File: config.mk
export PLATFORM = sky130hd
export DESIGN_NAME = window_watchdog
export DESIGN_NICKNAME = d
export VERILOG_FILES = /design/src/pkg/wdog_pkg.sv /design/src/core/window_watchdog.sv
export SDC_FILE = /design/constraint.sdc
export NUM_CORES = 1
export LEC_CHECK = 0
export BUFFER_PORTS_ARGS = -buffer_cell sky130_fd_sc_hd__buf_2
export CORE_ASPECT_RATIO = 0.5
export CORE_MARGIN = 2
export CORE_UTILIZATION = 52
export DETAILED_ROUTE_END_ITERATION = 7
export PLACE_DENSITY_LB_ADDON = 0.08
export SETUP_SLACK_MARGIN = 0.4
export SLEW_MARGIN = 25
export SYNTH_ARGS = -nofsm -noshare
export SYNTH_HDL_FRONTEND = slang
export SYNTH_SLANG_ARGS = --single-unit
File: constraint.sdc
create_clock -name clk_i -period 5.5 [get_ports clk_i]
set_clock_uncertainty 0.05 [all_clocks]
set_input_delay 1.375 -clock clk_i [delete_from_list [all_inputs] [get_ports clk_i]]
set_output_delay 1.375 -clock clk_i [all_outputs]
set_load 0.1 [all_outputs]
File: src/pkg/wdog_pkg.sv
package wdog_pkg;

	// ----------------------------------------
	// timing
	// ----------------------------------------
	localparam int unsigned CLK_HZ              = 20_000_000;
	localparam int unsigned WINDOW_TICKS        = 5000;
	localparam int unsigned CLOSED_TICKS        = WINDOW_TICKS / 2;
	localparam int unsigned OPEN_TICKS          = WINDOW_TICKS / 2;
	localparam int unsigned INIT_OPEN_TICKS     = 8 * WINDOW_TICKS;
	localparam int unsigned FAULT_PULSE_TICKS   = 1;
	localparam int unsigned HOLD_TICKS          = 3 * FAULT_PULSE_TICKS;
	localparam int unsigned FLAG_CLEAR_NS       = 5000;
	localparam int unsigned FLAG_CLEAR_CYC      = (FLAG_CLEAR_NS * (CLK_HZ / 1_000_000) + 999) / 1000;
	localparam int unsigned DEF_TICK_CYC        = 20;
	localparam int unsigned CNT_W               = 16;
	localparam int unsigned DLY_W               = 8;

	// ----------------------------------------
	// reset values
	// ----------------------------------------
	localparam logic RST_FAULT_PULSE = 1'b1;
	localparam logic RST_FLAG        = 1'b0;
	localparam logic RST_SUPPLY      = 1'b1;

	typedef enum logic [1:0] {
		PH_OFF,
		PH_INIT_OPEN,
		PH_CLOSED,
		PH_OPEN
	} phase_t;

	typedef struct packed {
		logic fault_pulse;
		logic latched_flag;
		logic supply_reset_n;
	} outs_t;

endpackage

File: src/core/window_watchdog.sv
`timescale 1ns/10ps
// How it works
// (RQ1) window 5000 ticks, fault pulse one tick
// (RQ2) regular closed and open halves each
// (RQ3) first open after init: eight windows
// (RQ4) open-phase service restarts closed phase
// (RQ5) service in closed phase is fault
// (RQ6) open phase expiring unserviced is fault
// (RQ7) host holds service three pulse lengths
// (RQ8) watchdog active while enable input low
// (RQ9) rising supply reset initialises when enabled
// (RQ10) enable falling with reset high initialises
// (RQ11) pulsed option: fault rising edge reinitialises
// (RQ12) pulsed option: fault low one tick
// (RQ13) flag option: flag latches, reset pulses low
// (RQ14) pulsed option restarts long initial phase
// (RQ15) flag holds until disable or service
// (RQ16) service clears flag about 5 us later
// (RQ17) no fault keeps outputs idle
// (RQ18) supply reset comes from power-on logic
// (RQ19) supply low clears flag, rise reinitialises
// (RQ20) oscillator modelled as prescaler tick
module window_watchdog
	import wdog_pkg::*;
#(
	parameter int unsigned TICK_CYC = DEF_TICK_CYC,
	parameter bit          FLAG_OPT = 1'b0
) (
	// clock and reset
	input  wire logic clk_i,
	input  wire logic sys_rst_i,
	// host pins
	input  wire logic watchdog_enable_n_i,
	input  wire logic service_strobe_i,
	// power-on reset from supply monitor
	input  wire logic por_reset_n_i,
	// outputs
	output logic      fault_pulse_out_o,
	output logic      latched_flag_out_o,
	output logic      supply_reset_n_o
);

	// ----------------------------------------
	// pin synchronisers
	// ----------------------------------------
	logic [1:0] en_n_sync;
	logic [1:0] srv_sync;
	logic [1:0] por_sync;
	logic       en_n_d;
	logic       srv_d;
	logic       rst_d;

	always_ff @(posedge clk_i) begin
		if (sys_rst_i) begin
			en_n_sync <= 2'h3;
			srv_sync  <= 2'h0;
			// supply reset idles high: no false low pulse after reset
			por_sync  <= 2'h3;
		end else begin
			en_n_sync <= {en_n_sync[0], watchdog_enable_n_i};
			srv_sync  <= {srv_sync[0], service_strobe_i};
			por_sync  <= {por_sync[0], por_reset_n_i};
		end
	end

	wire enabled  = ~en_n_sync[1]; // RQ8
	wire srv_rise = srv_sync[1] & ~srv_d;
	wire rst_high = supply_reset_n_o;

	// ----------------------------------------
	// oscillator tick
	// ----------------------------------------
	logic [DLY_W-1:0] pre_cnt;
	wire              tick = (pre_cnt == DLY_W'(TICK_CYC - 1)); // RQ20

	always_ff @(posedge clk_i) begin
		if (sys_rst_i)
			pre_cnt <= '0;
		else
			pre_cnt <= tick ? '0 : pre_cnt + 1'b1;
	end

	// ----------------------------------------
	// window state
	// ----------------------------------------
	phase_t           phase;
	phase_t           next_phase;
	logic [CNT_W-1:0] win_cnt;
	logic [CNT_W-1:0] next_win_cnt;
	logic             pulse_busy;
	logic             flag_pend;
	logic [DLY_W-1:0] clr_cnt;

	function automatic logic [CNT_W-1:0] phase_len(input phase_t p);
		case (p)
			PH_INIT_OPEN: phase_len = CNT_W'(INIT_OPEN_TICKS); // RQ3
			PH_CLOSED:    phase_len = CNT_W'(CLOSED_TICKS); // RQ2
			PH_OPEN:      phase_len = CNT_W'(OPEN_TICKS); // RQ2
			default:      phase_len = '0;
		endcase
	endfunction

	wire is_open   = (phase == PH_INIT_OPEN) || (phase == PH_OPEN);
	wire expired   = tick && (win_cnt == phase_len(phase) - 1'b1);
	wire flt_close = enabled && (phase == PH_CLOSED) && srv_rise; // RQ5
	wire flt_open  = enabled && is_open && expired && !srv_rise; // RQ6
	wire fault     = flt_close | flt_open;
	wire good_srv  = enabled && is_open && srv_rise; // RQ4
	wire pulse_end = pulse_busy && tick; // RQ1
	wire rst_rise  = rst_high && !rst_d;
	wire en_fall   = !en_n_sync[1] && en_n_d;
	wire init_evt  = (rst_rise && enabled) || (en_fall && rst_high) // RQ9 RQ10
	                 || (!FLAG_OPT && pulse_end && rst_high && enabled); // RQ11 RQ14

	always_comb begin
		next_phase   = phase;
		next_win_cnt = tick ? win_cnt + 1'b1 : win_cnt;
		if (!enabled || !rst_high) begin
			next_phase   = PH_OFF;
			next_win_cnt = '0;
		end else if (init_evt) begin
			next_phase   = PH_INIT_OPEN;
			next_win_cnt = '0;
		end else if (fault) begin
			next_phase   = FLAG_OPT ? PH_INIT_OPEN : PH_OFF;
			next_win_cnt = '0;
		end else if (good_srv) begin
			next_phase   = PH_CLOSED;
			next_win_cnt = '0;
		end else if (expired) begin
			next_phase   = PH_OPEN;
			next_win_cnt = '0;
		end
	end

	always_ff @(posedge clk_i) begin
		if (sys_rst_i) begin
			phase   <= PH_OFF;
			win_cnt <= '0;
			en_n_d  <= 1'b1;
			srv_d   <= 1'b0;
			rst_d   <= 1'b1;
		end else begin
			phase   <= next_phase;
			win_cnt <= next_win_cnt;
			en_n_d  <= en_n_sync[1];
			srv_d   <= srv_sync[1];
			rst_d   <= rst_high;
		end
	end

	// ----------------------------------------
	// outputs
	// ----------------------------------------
	// pulse runs to its end even when disabled, as the pin would
	wire pulse_start = fault && !pulse_busy;
	wire flag_clr_go = flag_pend && (clr_cnt == DLY_W'(FLAG_CLEAR_CYC - 1));

	always_ff @(posedge clk_i) begin
		if (sys_rst_i) begin
			pulse_busy         <= 1'b0;
			fault_pulse_out_o  <= RST_FAULT_PULSE;
			latched_flag_out_o <= RST_FLAG;
			supply_reset_n_o   <= RST_SUPPLY;
			flag_pend          <= 1'b0;
			clr_cnt            <= '0;
		end else begin
			if (pulse_start)
				pulse_busy <= 1'b1;
			else if (pulse_end)
				pulse_busy <= 1'b0;
			fault_pulse_out_o <= !(FLAG_OPT == 1'b0 && (pulse_start || (pulse_busy && !tick))); // RQ12 RQ17
			supply_reset_n_o  <= por_sync[1] && !(FLAG_OPT && (pulse_start || (pulse_busy && !tick))); // RQ13 RQ18
			if (FLAG_OPT && fault)
				latched_flag_out_o <= 1'b1; // RQ13
			else if (!por_sync[1] || (en_n_sync[1] && !en_n_d) || flag_clr_go)
				latched_flag_out_o <= 1'b0; // RQ15 RQ19
			if (good_srv && latched_flag_out_o) begin
				flag_pend <= 1'b1; // RQ16
				clr_cnt   <= '0;
			end else if (flag_clr_go || !latched_flag_out_o) begin
				flag_pend <= 1'b0;
				clr_cnt   <= '0;
			end else if (flag_pend) begin
				clr_cnt <= clr_cnt + 1'b1;
			end
		end
	end
endmodule // window_watchdog

Word level (Yosys, flattened, before mapping)

Cells that the tools add are included.

Output and inout bits: 3
Input bits: 5
Word-level logic and storage cells: 68
Bits in registers: 38

Bitwise operators: 4
$add $sub $neg: 3
Reduce and logical (&&, ||, !) cells: 36
Muxes and demuxes: 7
Equality and inequality tests: 5

Operators with widths:

| kind                                               | count |
|---|---|
| one-hot mux 16 bit (2 select lines)                | 1 |
| adder 16 x 1 -> 16 bit, second input constant      | 1 |
| == test 16 bit                                     | 1 |
| logical AND 1 bit                                  | 16 |
| subtractor 16 x 1 -> 16 bit, second input constant | 1 |
| adder 8 x 1 -> 8 bit, second input constant        | 1 |
| == test 8 x 5 -> 1 bit, second input constant      | 1 |
| zero test 1 bit                                    | 7 |
| OR reduction 2 bit                                 | 3 |
| OR reduction 6 bit                                 | 1 |
| logical OR 1 bit                                   | 5 |
| == test 2 bit, second input constant               | 2 |
| 2-to-1 mux 1 bit                                   | 4 |
| 2-to-1 mux 2 bit                                   | 2 |
| nonzero test 2 bit                                 | 2 |
| nonzero test 4 bit                                 | 1 |
| OR reduction 4 bit                                 | 1 |
| == test 2 x 1 -> 1 bit, second input constant      | 1 |
| inverter 1 bit                                     | 2 |
| AND 1 bit                                          | 1 |
| OR 1 bit                                           | 1 |

Depth between registers and ports, before layout

Gate-level depths: netlist of the first run.

Depth in word-level cells: 12
Gate-level depth with buffers: 7
Depth with buffers taken out: 6

Worst setup path before layout of the first run

OpenSTA, ideal clock, no wires.

Path type: input to register
From: input sys_rst_i
To: register win_cnt[7]
Required time: 5.386 ns
Stages on the path: 6
Path slack: 2.638 ns
Data arrival time: 2.748 ns
Path buffers: 1
Library setup time: 0.064 ns
Cells stage by stage: or2_1 nor2_2 or4b_4 a211o_4 buf_6 nor2_1

Cells in the longest elaborated chain, start to end: 1

Ends and longest elaborated chain:

| item                                | RTL line               | source |
|---|---|---|
| start: declaration                  | window_watchdog.sv:31  | `input wire logic sys_rst_i,` |
| OR reduction 6 bit (no source line) | -                      |  |
| end signal: assignment              | window_watchdog.sv:145 | `win_cnt <= next_win_cnt;` |
| end: declaration                    | window_watchdog.sv:88  | `logic [CNT_W-1:0] win_cnt;` |

No other way between the ends.
A chain may end at the register's enable or synchronous reset.

Worst setup path in the final report of the first run

From: input sys_rst_i
To: register win_cnt[1]

Same word-level chain as after synthesis.

==> results of run 1 <==
placed cells by master (no fill, tap or decap), drive strengths merged, types with 3 or more instances in the layout:
master / instances
or2: 8
clkbuf: 6
and3: 3
nor2: 32
nor2b: 4
nand4: 7
nand3: 5
nand2b: 4
nor3: 5
nand2: 9
or4: 3
inv: 4
xnor2: 9
xor2: 12
buf: 6
dfxtp: 38
path summary, 6_finish.rpt:
check             slack (ns)                 to  cells past startpoint          from
setup reg to reg        3.33  fault_pulse_out_o                      6    pre_cnt[0]
setup / recovery        2.74         win_cnt[1]                      6     sys_rst_i
hold reg to reg         0.36       en_n_sync[1]                      1  en_n_sync[0]
hold / removal          0.36       en_n_sync[1]                      1  en_n_sync[0]
cell families after synthesis:
family                   Yosys count
flip-flops                        38
XOR/XNOR                          21
adder cells (fa/ha/maj)            2
AND/OR/NAND/NOR                   94
AO/OA/AOI/OAI                     14
other                              1
buffers and inverters             11
state kept, by name (all words and copies together), names as in the netlist:
name and count:
pulse_busy 1, pre_cnt 8, srv_d 1, win_cnt 16
en_n_d 1, en_n_sync 2, por_sync 2, phase 2
rst_d 1, srv_sync 2, fault_pulse_out_o 1, supply_reset_n_o 1
cells in the mapped netlist (2+ instances only):
master	instances	area [um2]
or4_1	2	15.0
nand4_1	7	43.8
nor3_1	4	20.0
nand2b_1	4	25.0
buf_4	2	15.0
nand2_1	9	33.8
o21ai_0	2	10.0
xor2_1	12	105
nor2_1	22	82.6
nor2_2	10	62.6
nor2b_1	4	25.0
ha_1	2	25.0
clkbuf_1	4	15.0
dfxtp_1	38	761
a31oi_1	2	12.5
a21oi_1	2	10.0
nand3b_1	2	15.0
or2_2	7	43.8
and3_1	3	18.8
nand3_1	5	25.0
inv_1	4	15.0
xnor2_1	9	78.8
layout make-up:
type | instances | area share (%)
Sequential cell | 38 | 40.9
Clock buffer | 6 | 4.44
Clock inverter | 2 | 0.673
Timing Repair Buffer | 6 | 1.62
Inverter | 4 | 0.808
Tap cell | 40 | 2.69
Multi-Input combinational cell | 132 | 48.9
critical path, cell delays in order:
cell and delay, ns:
buf_2 0.15, or2_1 0.24, nor2_2 0.12, or4b_4 0.48, a211o_4 0.43, a21oi_1 0.15
power by group:
part | switching [W] | internal [W]
clock network | 0.0000998 | 0.000101
registers | 0.00000274 | 0.000280
logic | 0.0000106 | 0.00000683
total | 0.000113 | 0.000387
stage by stage:
stage / instances / util (%) / area (um2) / hold WS [ns]
6_report: 228 / 60.3 / 1860 / 0.359
2_1_floorplan: 181 / - / 1730 / 0.339
3_3_place_gp: 220 / 57.2 / 1760 / 0.342
3_5_place_dp: 220 / 57.2 / 1760 / 0.349
4_1_cts: 228 / 60.3 / 1860 / 0.360
5_1_grt: 228 / 60.3 / 1860 / 0.383
per-layer routing:
metal	vias to the layer above	global-route usage (%)
met2	16	24.7
met5	-	0
met3	7	6.58
met1	567	20.2
met4	0	10.2
li1	628	-
==> out/metrics.yaml, run 1 <==
htree_levels: 2
critPathArrivalTime_ns: 2.95
grt_usage_pct: 16.4
synthCells: 181
layout.area.seq_um2: 761
hold_buffers: 0
grt_pass1_wl_mm: 4.60
syn-num-nets: 188
hp-class: "reg2reg"
maxSlewHeadroom_pct: 62.9
antenna_cells: 0
synth_top_family_by_area: "simple AND/OR/NAND/NOR gates"
routed.top_layer: "met4"
hold_violations: 0
first_pass_iters: 6
routed-wl-met2_mm: 1.15
grt_pass1_vias: 1063
postCtsSetupBuffers: 0
yosysUniqueCellTypes: 47
finalPower_w: 0.000501
numPortBuffers: 6
wl_mm: 2.75
cap_violations: 0
clkSinkCount: 38
place.gp.congestion: 0.826
syn2layout_area_growth_pct: 7.76
ant_nets: 0
core_mm2: 0.00308
power_density_mw_per_mm2: 269
cp_max_fo: 16
synth_xor_area_share_pct: 10.7
io_pins: 8
grt_max_degree: 17
synth-seq-area-share_pct: 44.1
syn-cell-area_mm2: 0.00173
p_leak_nw: 0.628
period_minus_slack_ns: 2.76
synth_edf_count: 0
ctsLongestPathBuffers: 2
synth_area_per_cell_um2: 9.53
synth_compound_area_share_pct: 7.76
fp.dieH_um: 44.7
drt_iter0_markers: 28
muxShareOfSynthArea_pct: 0
cts_buffers: 5
fillers: 268
crit_type: "in2reg"
vias: 1218
antenna_found_initial: 0
ys_seq_elements: 38
final.setup.worst_slack_ns: 2.74
cts_root_buffer: "clkbuf_8"
layout.nets: 194
hpwl_mm: 1.92
synthArstFlopShare_pct: 0
cts_resized: 0
yosys.area_share.simple_pct: 32.6
yosysWarningCount: 0
worstSetupStartpointType: "input pin"
end_kind: "flop"
yosys_most_used_dff: "dfxtp_1"
dieArea_mm2: 0.00382
drive_gt1_share_pct: 21.8
setup_tns_ns: 0
wl_met3_um: 104
avgRoutedWirePerCell_um: 12.1
drc: 0
status: "finished clean"
rsz0062_at_grt: "no"
final-setup-viol-count: 0
worst_pin_slew_ns: 0.551
pre_cts_ws_ns: 2.42
num_rows: 14
slew_viol_final: 0
clk_latency_ns: 0.30
via_per_inst: 5.34
finalCritPeriodShare_pct: 50.3
max_freq_mhz: 362
cts.clk_slew.worst_paths_ns: 0.07
m1WireLength_mm: 1.43
start_util_pct: 56.0
cts_tree: "done"
synthAdderAreaFrac_pct: 1.45
required_ns: 5.68
multi_input_area_um2: 908
overflow: 0
ir_worst_vdd_mv: 0.192
die_w_um: 85.5
Power figures use the tool's default switching activity.
==> run 2: changes to the inputs <==
clock period = 2.5 ns   (was 5.5 ns; I/O delays follow)
==> run 2 against run 1 <==
Effect of this change:
- cell count grew 1.3%
- sequential share of layout area shrank 1.4 points
- utilization rose by 2.3 points
- non-clock buffer count increased by 2
- wire length is 6.9% higher
- register-to-register slack got worse by 2.9 ns
- worst hold slack gained 0.0014 ns
- power increased by 140%
- critical endpoint is now fault_pulse_out_o
- largest cell class unchanged
==> out/metrics.yaml, run 2 (same netlist as run 1, synthesis figures left out) <==
utilization_pct: 62.6
crit_type: "reg2reg"
required_ns: 2.62
numPortBuffers: 6
hold_ws_ns: 0.360
num_rows: 14
swShare_pct: 21.9
avgRoutedWirePerCell_um: 12.7
dieArea_mm2: 0.00382
cp_max_fo: 9
power_density_mw_per_mm2: 615
finalNonFillerCells: 231
cap_violations: 0
cts_buffers: 5
cpPeakStageDelay_ns: 0.46
multi_input_area_um2: 943
worstSetupStartpointType: "flop"
clkSinkCount: 38
place_inst: 221
syn2layout_area_growth_pct: 11.9
critical_path_buf_inv_count: 0
ant_nets: 0
end_kind: "flop"
place.gp.congestion: 0.818
final_common_cell: "dfxtp_1"
fillers: 252
io_pins: 8
reg_top3: "win_cnt: 16 flops, pre_cnt: 8 flops"
p_int_w: 0.000928
core_mm2: 0.00308
vias: 1236
path_cells: "nand2b_1 -> or4_1 -> a221oi_4 -> a31oi_1 -> or3_1"
grt_max_degree: 17
cts.clk_slew.worst_paths_ns: 0.08
setup_tns_ns: 0
combPwrFrac_pct: 3.3
max_freq_mhz: 489
crit_family: "simple AND/OR/NAND/NOR gates"
top_register: "win_cnt"
layout_common_cells: "36 x dfxtp_1, 22 x nor2_1, 12 x xor2_1"
layout.area.seq_um2: 763
drive_gt1_share_pct: 25.1
clk_latency_ns: 0.29
hpwl_mm: 1.94
grt_pass1_vias: 1123
start_util_pct: 56.0
wl_mm: 2.94
p_leak_nw: 0.648
drt_iter0_markers: 53
slew_viol_final: 0
worst_pin_slew_ns: 0.606
antenna_found_initial: 0
htree_levels: 2
largest_reg_flops: 16
cts_root_buffer: "clkbuf_8"
maxSlewHeadroom_pct: 59.5
via_per_inst: 5.35
fp.dieH_um: 44.7
layout.nets: 197
overflow: 0
grtUsageMet1_pct: 21.1
antenna_cells: 0
finalPower_w: 0.00119
first_pass_iters: 4
power_frac_clock_pct: 44.3
met2_usage_pct: 26.3
seqPwrFrac_pct: 52.4
rsz0062_at_grt: "yes"
period_minus_slack_ns: 2.05
grt_usage_pct: 16.9
grt_most_used_layer: "met2"
use_met3_pct: 6.03
hold_buffers: 0
final-setup-viol-count: 0
die_w_um: 85.5
critPathArrivalTime_ns: 2.17
drc: 0
ir_worst_vdd_mv: 0.407
hold_violations: 0
ctsLongestPathBuffers: 2
crit_slowest_cell: "or4_1"
finalCritPeriodShare_pct: 81.9
p_sw_w: 0.000259
hp-class: "reg2reg"
cts_tree: "done"
grt_pass1_wl_mm: 4.89
status: "finished clean"
## run 2: metal layers
layer | up-vias | routed length, um
met5 | - | 0
met4 | 0 | 54
li1 | 639 | -
met3 | 7 | 118
met2 | 20 | 1220
met1 | 570 | 1540
## run 2: path summary, 6_finish.rpt
| check | start | end | slack (ns) | cells after the start |
|---|---|---|---|---|
| setup / recovery | phase[1] | fault_pulse_out_o | 0.45 | 5 |
| hold / removal | por_sync[1] | supply_reset_n_o | 0.36 | 1 |
| setup reg to reg | phase[1] | fault_pulse_out_o | 0.45 | 5 |
| hold reg to reg | por_sync[1] | supply_reset_n_o | 0.36 | 1 |
## run 2: area by class of cell
cell class | instances | area share, %
Timing Repair Buffer | 8 | 2.33
Clock inverter | 3 | 2.33
Clock buffer | 5 | 3.56
Multi-Input combinational cell | 133 | 48.9
Sequential cell | 38 | 39.5
Tap cell | 40 | 2.59
Inverter | 4 | 0.778
## run 2: stage by stage
| stage | worst slack (ns) | instance area [um2] |
|---|---|---|
| 2_1_floorplan | 0.433 | 1730 |
| 3_3_place_gp | 0.242 | 1770 |
| 3_5_place_dp | 0.213 | 1770 |
| 4_1_cts | 0.403 | 1890 |
| 5_1_grt | 0.366 | 1930 |
| 6_report | 0.454 | 1930 |
## run 2: what timing repair did
| action | CTS | global route |
|---|---|---|
| resized for setup | 1 | 4 |
| endpoints found under the setup margin | 2 | 17 |
| cloned | 0 | 1 |
| setup buffers | 0 | 1 |
| pin swaps | 0 | 2 |
## run 2: worst register-to-register path, stage by stage, from the launching register on
cell and delay [ns]:
dfxtp_1 0.37, nand2b_1 0.19, or4_1 0.46, a221oi_4 0.35, a31oi_1 0.16, or3_1 0.34
## run 2: power groups by stage
stage	registers, W	clock network [W]	logic (W)
6_report	0.000622	0.000526	0.0000396
4_1_cts	0.000622	0.000536	0.0000392
2_1_floorplan	0.000637	0	0.0000309
3_3_place_gp	0.000636	0	0.0000383
5_1_grt	0.000623	0.000565	0.0000434
3_5_place_dp	0.000636	0	0.0000390
